### config.mk
export PLATFORM = sky130hd
export DESIGN_NAME = pw_wiper_ctrl
export DESIGN_NICKNAME = d
export VERILOG_FILES = /design/src/pkg/pw_pkg.sv /design/src/hw/pw_contact.sv /design/src/hw/pw_ms_tick.sv /design/src/hw/pw_wiper_ctrl.sv
export SDC_FILE = /design/constraint.sdc
export NUM_CORES = 1
export LEC_CHECK = 0
export BUFFER_PORTS_ARGS = -buffer_cell sky130_fd_sc_hd__buf_2
export CORE_UTILIZATION = 25
export DETAILED_ROUTE_END_ITERATION = 16
export GPL_ROUTABILITY_DRIVEN = 1
export MAX_ROUTING_LAYER = met4
export SLEW_MARGIN = 5
export SYNTH_ARGS = -nofsm -noshare
export SYNTH_HDL_FRONTEND = slang
export SYNTH_SLANG_ARGS = --single-unit
### constraint.sdc
create_clock -name clk_sys -period 8.9 [get_ports clk_sys]
set_input_delay 0 -clock clk_sys [delete_from_list [all_inputs] [get_ports clk_sys]]
set_output_delay 0 -clock clk_sys [all_outputs]
set_load 0.1 [all_outputs]
### src/pkg/pw_pkg.sv
// Shared constants and types for the pushbutton wiper control block
package pw_pkg;

	////////////////////////////////////////////////////////////////////////////
	// Clock and time base
	localparam int CLK_MHZ = 200;
	localparam int US_PER_MS = 1000;
	localparam int CYCLES_PER_MS = CLK_MHZ * US_PER_MS;
	localparam int SERIAL_READY_NS = 10_000;
	// Longest time, so round down
	localparam int SERIAL_READY_CYCLES = (SERIAL_READY_NS * CLK_MHZ) / 1000;

	////////////////////////////////////////////////////////////////////////////
	// Contact timing, counted in 1 ms ticks
	localparam int POWERUP_MS = 50;
	localparam int PULSE_MIN_MS = 1;
	localparam int GAP_MIN_MS = 1;
	localparam int HOLD_MS = 1000;
	localparam int REPEAT_MS = 100;
	localparam int REVERSE_MS = 1000;
	localparam int MS_CNT_W = 11;

	////////////////////////////////////////////////////////////////////////////
	// Wiper positions
	localparam int POS_W = 7;
	typedef logic [POS_W-1:0] pw_pos_t;
	localparam pw_pos_t POS_HIGH_END = 7'h00;
	localparam pw_pos_t POS_LOW = 7'h3F;
	localparam pw_pos_t POS_MUTE = 7'h40;

	////////////////////////////////////////////////////////////////////////////
	// Physical contact pins, shared between independent and stereo use
	localparam int NUM_PINS = 4;
	localparam int PIN_UP0_RAISE = 0;
	localparam int PIN_DN0_LOWER = 1;
	localparam int PIN_UP1_BAL0 = 2;
	localparam int PIN_DN1_BAL1 = 3;

	typedef struct packed {
		logic step;
		logic idle;
		logic pressed;
	} pw_contact_ev_s;

	typedef struct packed {
		pw_pos_t pos1;
		pw_pos_t pos0;
	} pw_wipers_s;

	typedef enum logic {PW_POWERUP, PW_ACTIVE} pw_phase_e;

endpackage : pw_pkg

### src/hw/pw_contact.sv
// Debounce and pulse-width timing for one active-low contact input
`timescale 1ns/1ps
module pw_contact (
	input wire logic clk_sys,
	input wire logic rst_b,
	input wire logic tick_ms,
	input wire logic enable,
	input wire logic contact_b,
	output pw_pkg::pw_contact_ev_s ev
);
	import pw_pkg::*;

	logic pressed_reg;
	logic armed_reg;
	logic [MS_CNT_W-1:0] lvl_cnt_reg;
	logic [MS_CNT_W-1:0] hold_cnt_reg;
	logic [MS_CNT_W-1:0] idle_cnt_reg;

	// Pins are ignored until enabled; a disabled pin reads as released
	wire raw_low = enable && !contact_b;
	wire differs = (raw_low != pressed_reg);
	// Level must differ for more than 1 ms, which merges short gaps too
	wire flip = tick_ms && differs && (lvl_cnt_reg == MS_CNT_W'(PULSE_MIN_MS));
	wire press = flip && !pressed_reg;
	wire hold_hit = (hold_cnt_reg == MS_CNT_W'(HOLD_MS - 1));
	wire repeat_hit = tick_ms && pressed_reg && !flip && hold_hit;
	wire idle_hit = tick_ms && armed_reg && !pressed_reg && (idle_cnt_reg == MS_CNT_W'(REVERSE_MS - 1));

	always_ff @(posedge clk_sys or negedge rst_b)
	begin
		if (!rst_b)
		begin
			pressed_reg <= 1'b0;
			armed_reg <= 1'b0;
			lvl_cnt_reg <= '0;
			hold_cnt_reg <= '0;
			idle_cnt_reg <= '0;
			ev <= '0;
		end
		else
		begin
			ev.step <= press || repeat_hit;
			ev.idle <= idle_hit;
			ev.pressed <= pressed_reg;
			if (!differs)
				lvl_cnt_reg <= '0;
			else if (tick_ms)
				lvl_cnt_reg <= flip ? '0 : lvl_cnt_reg + 1'b1;
			if (flip)
				pressed_reg <= !pressed_reg;
			if (press)
				armed_reg <= 1'b1;
			else if (idle_hit)
				armed_reg <= 1'b0;
			// auto-repeat timing
			// After the first second, jump back so the next step comes 100 ms later
			if (!pressed_reg)
				hold_cnt_reg <= '0;
			else if (repeat_hit)
				hold_cnt_reg <= MS_CNT_W'(HOLD_MS - REPEAT_MS);
			else if (tick_ms)
				hold_cnt_reg <= hold_cnt_reg + 1'b1;
			if (pressed_reg || idle_hit)
				idle_cnt_reg <= '0;
			else if (tick_ms && armed_reg)
				idle_cnt_reg <= idle_cnt_reg + 1'b1;
		end
	end
endmodule : pw_contact

### src/hw/pw_ms_tick.sv
// One millisecond enable pulse from the system clock
`timescale 1ns/1ps
module pw_ms_tick #(
	parameter int CYCLES_PER_MS = 200000
) (
	input wire logic clk_sys,
	input wire logic rst_b,
	output logic tick_ms
);
	import pw_pkg::*;

	localparam int CW = $clog2(CYCLES_PER_MS);

	initial begin
		if (CYCLES_PER_MS < 2)
			$error("pw_ms_tick needs at least two cycles per tick");
	end

	logic [CW-1:0] cnt_reg;
	wire last = (cnt_reg == CW'(CYCLES_PER_MS - 1));

	always_ff @(posedge clk_sys or negedge rst_b)
	begin
		if (!rst_b)
		begin
			cnt_reg <= '0;
			tick_ms <= 1'b0;
		end
		else
		begin
			cnt_reg <= last ? '0 : cnt_reg + 1'b1;
			tick_ms <= last;
		end
	end

endmodule : pw_ms_tick

### src/hw/pw_wiper_ctrl.sv
// Pushbutton control of two wiper position counters
`timescale 1ns/1ps
module pw_wiper_ctrl #(
	parameter int CYCLES_PER_MS = pw_pkg::CYCLES_PER_MS
) (
	input wire logic clk_sys,
	input wire logic rst_b,
	input wire logic [pw_pkg::NUM_PINS-1:0] contact_b,
	input wire logic mode_independent,
	input wire logic single_button_sel,
	output pw_pkg::pw_wipers_s wipers_reg,
	output logic serial_ready_reg,
	output logic contacts_active_reg,
	output logic stereo_mode_reg,
	output logic single_mode_reg
);
	import pw_pkg::*;

	initial begin
		if (CYCLES_PER_MS < 2)
			$error("pw_wiper_ctrl needs at least two cycles per millisecond");
	end

	////////////////////////////////////////////////////////////////////////////
	// Time base and power-up sequencing
	logic tick_ms;
	pw_phase_e phase_reg;
	logic strap_taken_reg;
	logic [$clog2(SERIAL_READY_CYCLES+1)-1:0] ready_cnt_reg;
	logic [MS_CNT_W-1:0] pwr_ms_reg;

	pw_ms_tick #(
		.CYCLES_PER_MS(CYCLES_PER_MS)
	) u_tick (
		.clk_sys(clk_sys),
		.rst_b(rst_b),
		.tick_ms(tick_ms)
	);

	wire ready_done = (ready_cnt_reg == ($bits(ready_cnt_reg))'(SERIAL_READY_CYCLES - 1));
	wire pwr_done = tick_ms && (pwr_ms_reg == MS_CNT_W'(POWERUP_MS - 1));

	always_ff @(posedge clk_sys or negedge rst_b)
	begin
		if (!rst_b)
		begin
			phase_reg <= PW_POWERUP;
			ready_cnt_reg <= '0;
			pwr_ms_reg <= '0;
			serial_ready_reg <= 1'b0;
			contacts_active_reg <= 1'b0;
			strap_taken_reg <= 1'b0;
			stereo_mode_reg <= 1'b0;
			single_mode_reg <= 1'b0;
		end
		else
		begin
			if (!serial_ready_reg)
				ready_cnt_reg <= ready_cnt_reg + 1'b1;
			if (ready_done)
				serial_ready_reg <= 1'b1;
			if (phase_reg == PW_POWERUP && tick_ms)
				pwr_ms_reg <= pwr_ms_reg + 1'b1;
			if (phase_reg == PW_POWERUP && pwr_done)
			begin
				phase_reg <= PW_ACTIVE;
				contacts_active_reg <= 1'b1;
			end
			if (!strap_taken_reg)
			begin
				strap_taken_reg <= 1'b1;
				stereo_mode_reg <= !mode_independent;
				single_mode_reg <= single_button_sel;
			end
		end
	end

	////////////////////////////////////////////////////////////////////////////
	// Contact conditioning
	pw_contact_ev_s ev [NUM_PINS];

	for (genvar i = 0; i < NUM_PINS; i++)
	begin : g_pin
		pw_contact u_contact (
			.clk_sys(clk_sys),
			.rst_b(rst_b),
			.tick_ms(tick_ms),
			.enable(contacts_active_reg),
			.contact_b(contact_b[i]),
			.ev(ev[i])
		);
	end

	// Shared pins read under their independent or stereo meaning
	wire up_contact_ch_zero = ev[PIN_UP0_RAISE].step;
	wire down_contact_ch_zero = ev[PIN_DN0_LOWER].step;
	wire up_contact_ch_one = ev[PIN_UP1_BAL0].step;
	wire down_contact_ch_one = ev[PIN_DN1_BAL1].step;
	wire volume_raise_contact = ev[PIN_UP0_RAISE].step;
	wire volume_lower_contact = ev[PIN_DN0_LOWER].step;
	wire balance_zero_contact = ev[PIN_UP1_BAL0].step;
	wire balance_one_contact = ev[PIN_DN1_BAL1].step;
	wire idle_pin0 = ev[PIN_UP0_RAISE].idle;
	wire idle_pin2 = ev[PIN_UP1_BAL0].idle;

	////////////////////////////////////////////////////////////////////////////
	// Movement requests
	// dir bit set means toward the high end (position decreasing)
	logic [1:0] dir_reg;
	logic [1:0] dir_next;
	logic bal_seen_reg;
	logic bal_seen_next;
	pw_pos_t bal_ref_reg;
	pw_pos_t bal_ref_next;
	pw_wipers_s wipers_next;

	wire pw_pos_t pos0 = wipers_reg.pos0;
	wire pw_pos_t pos1 = wipers_reg.pos1;
	wire active = (phase_reg == PW_ACTIVE);
	wire indep = active && !stereo_mode_reg;
	wire stereo = active && stereo_mode_reg;

	wire ch0_up = indep && (single_mode_reg ? (up_contact_ch_zero && dir_reg[0]) :
		(up_contact_ch_zero && !down_contact_ch_zero));
	wire ch0_dn = indep && (single_mode_reg ? (up_contact_ch_zero && !dir_reg[0]) :
		(down_contact_ch_zero && !up_contact_ch_zero));
	wire ch1_up = indep && (single_mode_reg ? (up_contact_ch_one && dir_reg[1]) :
		(up_contact_ch_one && !down_contact_ch_one));
	wire ch1_dn = indep && (single_mode_reg ? (up_contact_ch_one && !dir_reg[1]) :
		(down_contact_ch_one && !up_contact_ch_one));
	wire vol_up = stereo && (single_mode_reg ? (volume_raise_contact && dir_reg[0]) :
		(volume_raise_contact && !volume_lower_contact));
	wire vol_dn = stereo && (single_mode_reg ? (volume_raise_contact && !dir_reg[0]) :
		(volume_lower_contact && !volume_raise_contact));
	// In single-button stereo the balance side alternates after a quiet second
	wire bal0 = stereo && !vol_up && !vol_dn && (single_mode_reg ?
		(balance_zero_contact && !dir_reg[1]) : (balance_zero_contact && !balance_one_contact));
	wire bal1 = stereo && !vol_up && !vol_dn && (single_mode_reg ?
		(balance_zero_contact && dir_reg[1]) : (balance_one_contact && !balance_zero_contact));

	wire vol_up_ok = (pos0 != POS_HIGH_END) && (pos1 != POS_HIGH_END);
	wire vol_dn_ok = (pos0 != POS_MUTE) && (pos1 != POS_MUTE);
	wire both_low = (pos0 == POS_LOW) && (pos1 == POS_LOW);
	wire pw_pos_t nearer_high = (pos0 < pos1) ? pos0 : pos1;

	function automatic pw_pos_t pw_move(pw_pos_t p, logic up, logic dn);
		pw_pos_t r;
		r = p;
		if (up && p != POS_HIGH_END)
			r = p - 1'b1;
		else if (dn && p != POS_MUTE)
			r = p + 1'b1;
		return r;
	endfunction : pw_move

	function automatic logic pw_end_dir(pw_pos_t p, logic d);
		logic r;
		r = d;
		if (p == POS_HIGH_END)
			r = 1'b0;
		else if (p == POS_MUTE)
			r = 1'b1;
		return r;
	endfunction : pw_end_dir

	always_comb
	begin
		wipers_next = wipers_reg;
		dir_next = dir_reg;
		bal_seen_next = bal_seen_reg;
		bal_ref_next = bal_ref_reg;
		wipers_next.pos0 = pw_move(pos0, ch0_up, ch0_dn);
		wipers_next.pos1 = pw_move(pos1, ch1_up, ch1_dn);
		if (vol_up && vol_up_ok)
		begin
			wipers_next.pos0 = pos0 - 1'b1;
			wipers_next.pos1 = pos1 - 1'b1;
		end
		else if (vol_dn && vol_dn_ok)
		begin
			wipers_next.pos0 = pos0 + 1'b1;
			wipers_next.pos1 = pos1 + 1'b1;
		end
		if (vol_up || vol_dn)
			bal_seen_next = 1'b0;
		if ((bal0 || bal1) && !bal_seen_reg)
		begin
			bal_seen_next = 1'b1;
			bal_ref_next = nearer_high;
		end
		if (bal0 && !both_low)
		begin
			if (pos0 > pos1 && pos0 > bal_ref_next)
				wipers_next.pos0 = pos0 - 1'b1;
			else if (pos0 <= pos1 && pos1 < POS_LOW)
				wipers_next.pos1 = pos1 + 1'b1;
		end
		if (bal1 && !both_low)
		begin
			if (pos1 > pos0 && pos1 > bal_ref_next)
				wipers_next.pos1 = pos1 - 1'b1;
			else if (pos1 <= pos0 && pos0 < POS_LOW)
				wipers_next.pos0 = pos0 + 1'b1;
		end
		if (single_mode_reg)
		begin
			if (indep)
			begin
				dir_next[0] = pw_end_dir(wipers_next.pos0, dir_reg[0]);
				dir_next[1] = pw_end_dir(wipers_next.pos1, dir_reg[1]);
			end
			else if (vol_up || vol_dn)
				dir_next[0] = pw_end_dir(wipers_next.pos0, pw_end_dir(wipers_next.pos1, dir_reg[0]));
			if (idle_pin0 && active)
				dir_next[0] = !dir_reg[0];
			if (idle_pin2 && active)
				dir_next[1] = !dir_reg[1];
		end
	end

	////////////////////////////////////////////////////////////////////////////
	// State registers
	always_ff @(posedge clk_sys or negedge rst_b)
	begin
		if (!rst_b)
		begin
			wipers_reg <= '{pos1: POS_LOW, pos0: POS_LOW};
			dir_reg <= 2'h3;
			bal_seen_reg <= 1'b0;
			bal_ref_reg <= POS_LOW;
		end
		else
		begin
			wipers_reg <= wipers_next;
			dir_reg <= dir_next;
			bal_seen_reg <= bal_seen_next;
			bal_ref_reg <= bal_ref_next;
		end
	end
endmodule : pw_wiper_ctrl

Word-level counts from Yosys, hierarchy flattened
Cells that the tools add are included.

storage, ports and cells
  register bits = 192
  output and inout bits = 18

cells by class
  equal/unequal tests = 32
  $lt $le $gt $ge = 9
  muxes and demuxes = 68
  $add $sub $neg = 17
  bitwise gates (word level) = 1
  reduce and logical (&&, ||, !) cells = 122

operators with widths
  kind                                                    count
  two-way mux 11 bit                                      28
  adder 11 x 1 -> 11 bit (second input constant)          12
  two-way mux 7 bit                                       12
  logical AND 1 bit                                       75
  equality test 11 x 10 -> 1 bit (second input constant)  6
  two-way mux 14 bit                                      4
  equality test 11 x 1 -> 1 bit (second input constant)   4
  > comparator 7 bit                                      4
  logical NOT 1 bit                                       24
  two-way mux 1 bit                                       23
  adder 18 x 1 -> 18 bit (second input constant)          1
  equality test 18 bit (second input constant)            1
  two-way mux 18 bit                                      1
  adder 7 x 1 -> 7 bit (second input constant)            2
  equality test 7 x 6 -> 1 bit (second input constant)    2
  equality test 7 bit (second input constant)             2
  less-or-equal comparator 7 bit                          2
  logical NOT 7 bit                                       2
  < comparator 7 x 6 -> 1 bit (second input constant)     2
  != test 7 bit (second input constant)                   2
  nonzero test 7 bit                                      2
  subtractor 7 x 1 -> 7 bit (second input constant)       2
  != test 3 bit (second input constant)                   4
  nonzero test 2 bit                                      6
  other kinds (12)                                        26

Logic depth before layout (Yosys ltp)
  depth in word-level cells = 26
  depth in mapped cells = 23
  gate-level depth less buffers = 20

Hierarchy
A second synthesis with hierarchy kept.

second synthesis, totals
  cell total of the unflattened synthesis = 1,401
  area, all modules = 13,399.1 um^2

modules (own cells, without submodules)
  module                               instances  area an instance (um^2)  cells each  seq. area each (um^2)
  pw_contact (g_pin[0].u_contact ...)  3          1,995.7                  199         950.9
  pw_wiper_ctrl                        1          4,495.6                  515         1,301.2
  pw_contact (g_pin[3].u_contact)      1          2,019.4                  203         950.9
  pw_ms_tick                           1          897.1                    86          475.5

Least setup slack after synthesis
No wires, ideal clock.

  kind = reg2reg
  start point = register wipers_reg, in the netlist pos0[6]
  end point = register dir_reg[0]
  period minus slack after synthesis = 5.301 ns
  cell stages (with the launch flop) = 22
  data arrival time = 5.226 ns
  slack = 3.599 ns
  library setup time = 0.075 ns
  buffers on the path = 3
  data required time = 8.825 ns
  cells stage by stage = dfrtp_1 clkbuf_1 inv_1 ha_1 nand4_1 a21oi_1 o21a_1 buf_4 clkbuf_1 nor2_1 a21oi_1 o21ai_0 ha_1 mux2_4 o311a_1 o2111a_2 o21a_1 o311a_1 o32ai_1 nor4_1 or3_1 o211ai_2

on the way
  elaborated cells on any way between the ends = 55

RTL lines
  what                                                      RTL line                                    RTL
  from (decl)                                               pw_wiper_ctrl.sv:11                         output pw_pkg::pw_wipers_s wipers_reg,
  from (signal assigned)                                    pw_wiper_ctrl.sv:227                        wipers_reg <= '{pos1: POS_LOW, pos0: POS_LOW};
  from (signal assigned)                                    pw_wiper_ctrl.sv:234                        wipers_reg <= wipers_next;
  < comparator 7 bit (*)                                    pw_wiper_ctrl.sv:144                        wire pw_pos_t nearer_high = (pos0 < pos1) ? pos0 : pos1;
  two-way mux 7 bit (*)                                     pw_wiper_ctrl.sv:144
  two-way mux 7 bit (*)                                     pw_wiper_ctrl.sv:186                        if ((bal0 || bal1) && !bal_seen_reg)
  named net bal_ref_next[0]                                 pw_wiper_ctrl.sv:114                        pw_pos_t bal_ref_next;
  > comparator 7 bit                                        pw_wiper_ctrl.sv:193                        if (pos0 > pos1 && pos0 > bal_ref_next)
  logical AND 1 bit                                         pw_wiper_ctrl.sv:193
  two-way mux 7 bit                                         pw_wiper_ctrl.sv:193
  two-way mux 14 bit                                        pw_wiper_ctrl.sv:191                        if (bal0 && !both_low)
  two-way mux 7 bit, on equally long branches               pw_wiper_ctrl.sv:202, pw_wiper_ctrl.sv:200
  two-way mux 7 bit or two-way mux 14 bit (tied branches)   pw_wiper_ctrl.sv:200, pw_wiper_ctrl.sv:198
  two-way mux 14 bit (*)                                    pw_wiper_ctrl.sv:198                        if (bal1 && !both_low)
  equality test 7 bit or two-way mux 1 bit (tied branches)  pw_wiper_ctrl.sv:161, pw_wiper_ctrl.sv:159
  two-way mux 1 bit                                         pw_wiper_ctrl.sv:161                        else if (p == POS_MUTE)
  two-way mux 1 bit                                         pw_wiper_ctrl.sv:159                        if (p == POS_HIGH_END)
  two-way mux 1 bit                                         pw_wiper_ctrl.sv:212                        else if (vol_up || vol_dn)
  two-way mux 1 bit                                         pw_wiper_ctrl.sv:207                        if (indep)
  two-way mux 1 bit                                         pw_wiper_ctrl.sv:214                        if (idle_pin0 && active)
  to (signal assigned)                                      pw_wiper_ctrl.sv:235                        dir_reg <= dir_next;
  to (decl)                                                 pw_wiper_ctrl.sv:109                        logic [1:0] dir_reg;

Mark *: on every way through the listed nets, which the timed path passes. The rest lies on a longest branch. The select of a mux whose other input is x is not followed.
A chain may end at the register's enable or synchronous reset.

Final worst setup path
  start point = register wipers_reg, in the netlist pos0[5]
  end point = register dir_reg[0]

Same word-level chain as after synthesis.

==> metrics.csv <==
metric;value;unit
dr.pass1.iters;5;
async_reset_ff_share;100;%
area_delta_synth_final;11.7;%
post-cts-setup-buffers;0;
tritoncts;done;
dieArea;46700;µm²
yosys-top-cells-area;dfrtp_1 38%, o21ai_0 5.5%, dfstp_2 4.6%;
setup.worst_path.start_class;flop;
postSynthAreaPerCell;8.87;µm²
hpwlAfterDp;18900;µm
synth.net_count;1336;
drive_gt1_share;8.73;%
min_period;5540;ps
drtIter0Drc;842;
fillCellCount;4795;
drc_errors;0;
synth_edf_count;0;
slew_headroom;18.9;%
synth-seq-cells;192;
start_util;25.3;%
antenna_cells;0;
maxCapViolCount;0;
hp-class;in2reg;
synth_cells;1293;
critical-path-max-stage-delay;720;ps
hold_viol_final;0;
path_class;reg2reg;
maxSlewViolCount;0;
netlist.area_leader.share;37.5;%
ys_seq_area_share;42.1;%
synth.most_common_cell;dfrtp_1;
port_buffers;25;
arrival;5910;ps
critical_path.most_common_cell;a21oi_1;
clk_pin_slew_worst_paths;80;ps
cp_max_fo;20;
synth_top_area_cell;dfrtp_1;
fin_nets;1336;
leakage;0.00533;µW
power.total;1690;µW
io-pin-count;26;
numClockSinks;192;
required;9270;ps
rows;78;
critPathCaptureType;flop;
numCtsBuffers;17;
finalWeightedCongestion;0.915;
tightest_slew;1210;ps
synthDistinctLibCells;82;
htree_levels;4;
vias;9445;
ctsLongestPathBuffers;2;
syn-cell-area;11500;µm²
power_density;132;nW/µm²
clock_latency;450;ps
status;completed;
slowest_stage;dfstp_2;
grt_overflow;0;
ys.flop_type;dfrtp_1;
setup_viol;0;
ir_drop;0.104;mV
grtUsageTotal;12.0;%
max_freq;181;MHz
setup-tns-final;0;ps
grt_first_pass_wirelength;45200;µm
grt_max_degree;78;
vias_per_cell;4.96;
path_cells;inv_1 -> ha_1 -> nand4_1 -> a21oi_1 -> o21a_1 -> a21oi_1 -> o21ai_0 -> ha_1 -> inv_1 -> o2111ai_1 -> nand3_1 -> a221o_1 -> nand2_1 -> a21oi_1 -> o32ai_1 -> nor4_1 -> or3_1 -> o211ai_2;
postRouteAntennaNets;0;
totalWireLength;26800;µm
hold_ws;78.3;ps
synth_common_cells;172 x dfrtp_1, 133 x nor2_1, 127 x o21ai_0;
post-route-period-util;62.2;%
antenna_found_initial;0;
clock-root-buffer;clkbuf_16;
ff_latch_area;4830;µm²
core;45300;µm²
yosysWarnings;0;
rsz0062_at_grt;no;
grt_pass1_vias;8993;
die_y;216;µm
wl_per_cell;14.1;µm
die_x;216;µm
multiInputGateArea;6260;µm²
fin_skew;16.2;ps
==> where the power goes <==
group / switching (µW) / internal, µW / total (µW)
registers: 3.08 / 873 / 876
clock network: 398 / 380 / 778
logic: 26.9 / 4.89 / 31.8
total: 428 / 1260 / 1690
==> cells in the final DEF (no fill, tap or decap), types with 5 or more instances in the layout <==
| cell | instances |
|---|---|
| a21oi_1 | 41 |
| a311oi_1 | 7 |
| a31oi_1 | 6 |
| and2_1 | 18 |
| and3_1 | 37 |
| buf_2 | 24 |
| buf_4 | 6 |
| clkbuf_16 | 17 |
| dfrtp_1 | 172 |
| dfstp_2 | 20 |
| ha_1 | 35 |
| inv_1 | 43 |
| mux2i_1 | 5 |
| nand2_1 | 111 |
| nand2b_1 | 25 |
| nand3_1 | 82 |
| nand4_1 | 26 |
| nor2_1 | 133 |
| nor2b_1 | 32 |
| nor3_1 | 25 |
| nor4_1 | 14 |
| nor4b_1 | 5 |
| o2111ai_1 | 7 |
| o211ai_1 | 11 |
| o21a_1 | 6 |
| o21ai_0 | 127 |
| o21ai_1 | 5 |
| o22ai_1 | 7 |
| o311a_1 | 7 |
| o31ai_1 | 21 |
| o41ai_1 | 11 |
| or2_2 | 6 |
| or3_1 | 9 |
| or4b_2 | 5 |
| xnor2_1 | 60 |
| xor2_1 | 41 |
==> cell families (layout without fill, tap and decap cells) <==
group           after synthesis  count (layout)  share of synthesized area (%)
compound gates              297             297                           16.7
simple gates                557             557                           24.9
mux                          10              10                          0.982
xor+xnor                    103             103                           8.00
flops                       192             192                           42.1
other cells                   1               1                         0.0327
buf+inv                      96             109                           3.32
fa+ha+maj                    37              37                           3.99
==> critical path: cells and delay by family (launching register included) <==
| kind | cells | cell delay, ps |
|---|---|---|
| fa+ha+maj | 2 | 610 |
| compound gates | 9 | 2800 |
| simple gates | 5 | 1090 |
| buf+inv | 2 | 250 |
| flops | 1 | 720 |
==> final cells by class <==
type	instances	share of cell area [%]
inverter	43	1.26
clock buffer	18	3.35
clock inverter	14	1.27
timing repair buffer	34	1.63
multi-input combinational	1005	48.9
tap	600	5.86
sequential	192	37.7
==> final timing paths <==
| check | from | end | slack [ps] | cells past startpoint |
|---|---|---|---|---|
| min in group asynchronous | rst_b | pos0[6]$_DFF_PN0_ | 110 | 2 |
| worst max register to register | pos0[5]$_DFF_PN1_ | dir_reg[0]$_DFFE_PN1P_ | 3360 | 18 |
| max in group asynchronous | rst_b | ready_cnt_reg[1]$_DFFE_PN0N_ | 7420 | 3 |
| worst min register to register | ready_cnt_reg[10]$_DFFE_PN0N_ | ready_cnt_reg[10]$_DFFE_PN0N_ | 470 | 1 |
| worst min-delay path | contact_b[1] | g_pin[1].u_contact.ev[2]$_DFF_PN0_ | 80 | 5 |
| worst max-delay path | pos0[5]$_DFF_PN1_ | dir_reg[0]$_DFFE_PN1P_ | 3360 | 18 |
==> stage by stage <==
stage | std cells | util, % | instance area (µm²) | setup slack (ps)
after floorplan | 1293 | - | 11500 | 3600
after global placement | 1871 | 26.9 | 12200 | 3590
after detailed placement | 1871 | 26.9 | 12200 | 3470
after CTS | 1906 | 28.3 | 12800 | 3430
after global routing | 1906 | 28.3 | 12800 | 2950
final | 1906 | 28.3 | 12800 | 3360
==> routing by layer <==
metal / up-vias / global-route usage, % / wire [µm]
met5: - / - / 0
met4: 0 / 3.08 / 464
met3: 38 / 2.34 / 1310
met2: 233 / 18.6 / 12200
met1: 4524 / 15.9 / 12800
li1: 4650 / - / -
==> what timing repair did <==
action                                 4_1_cts  5_1_grt
endpoints found under the hold margin       64        0
gates resized for setup                      0        0
hold buffers                                 3        0
(Power assumes the default switching activity.)
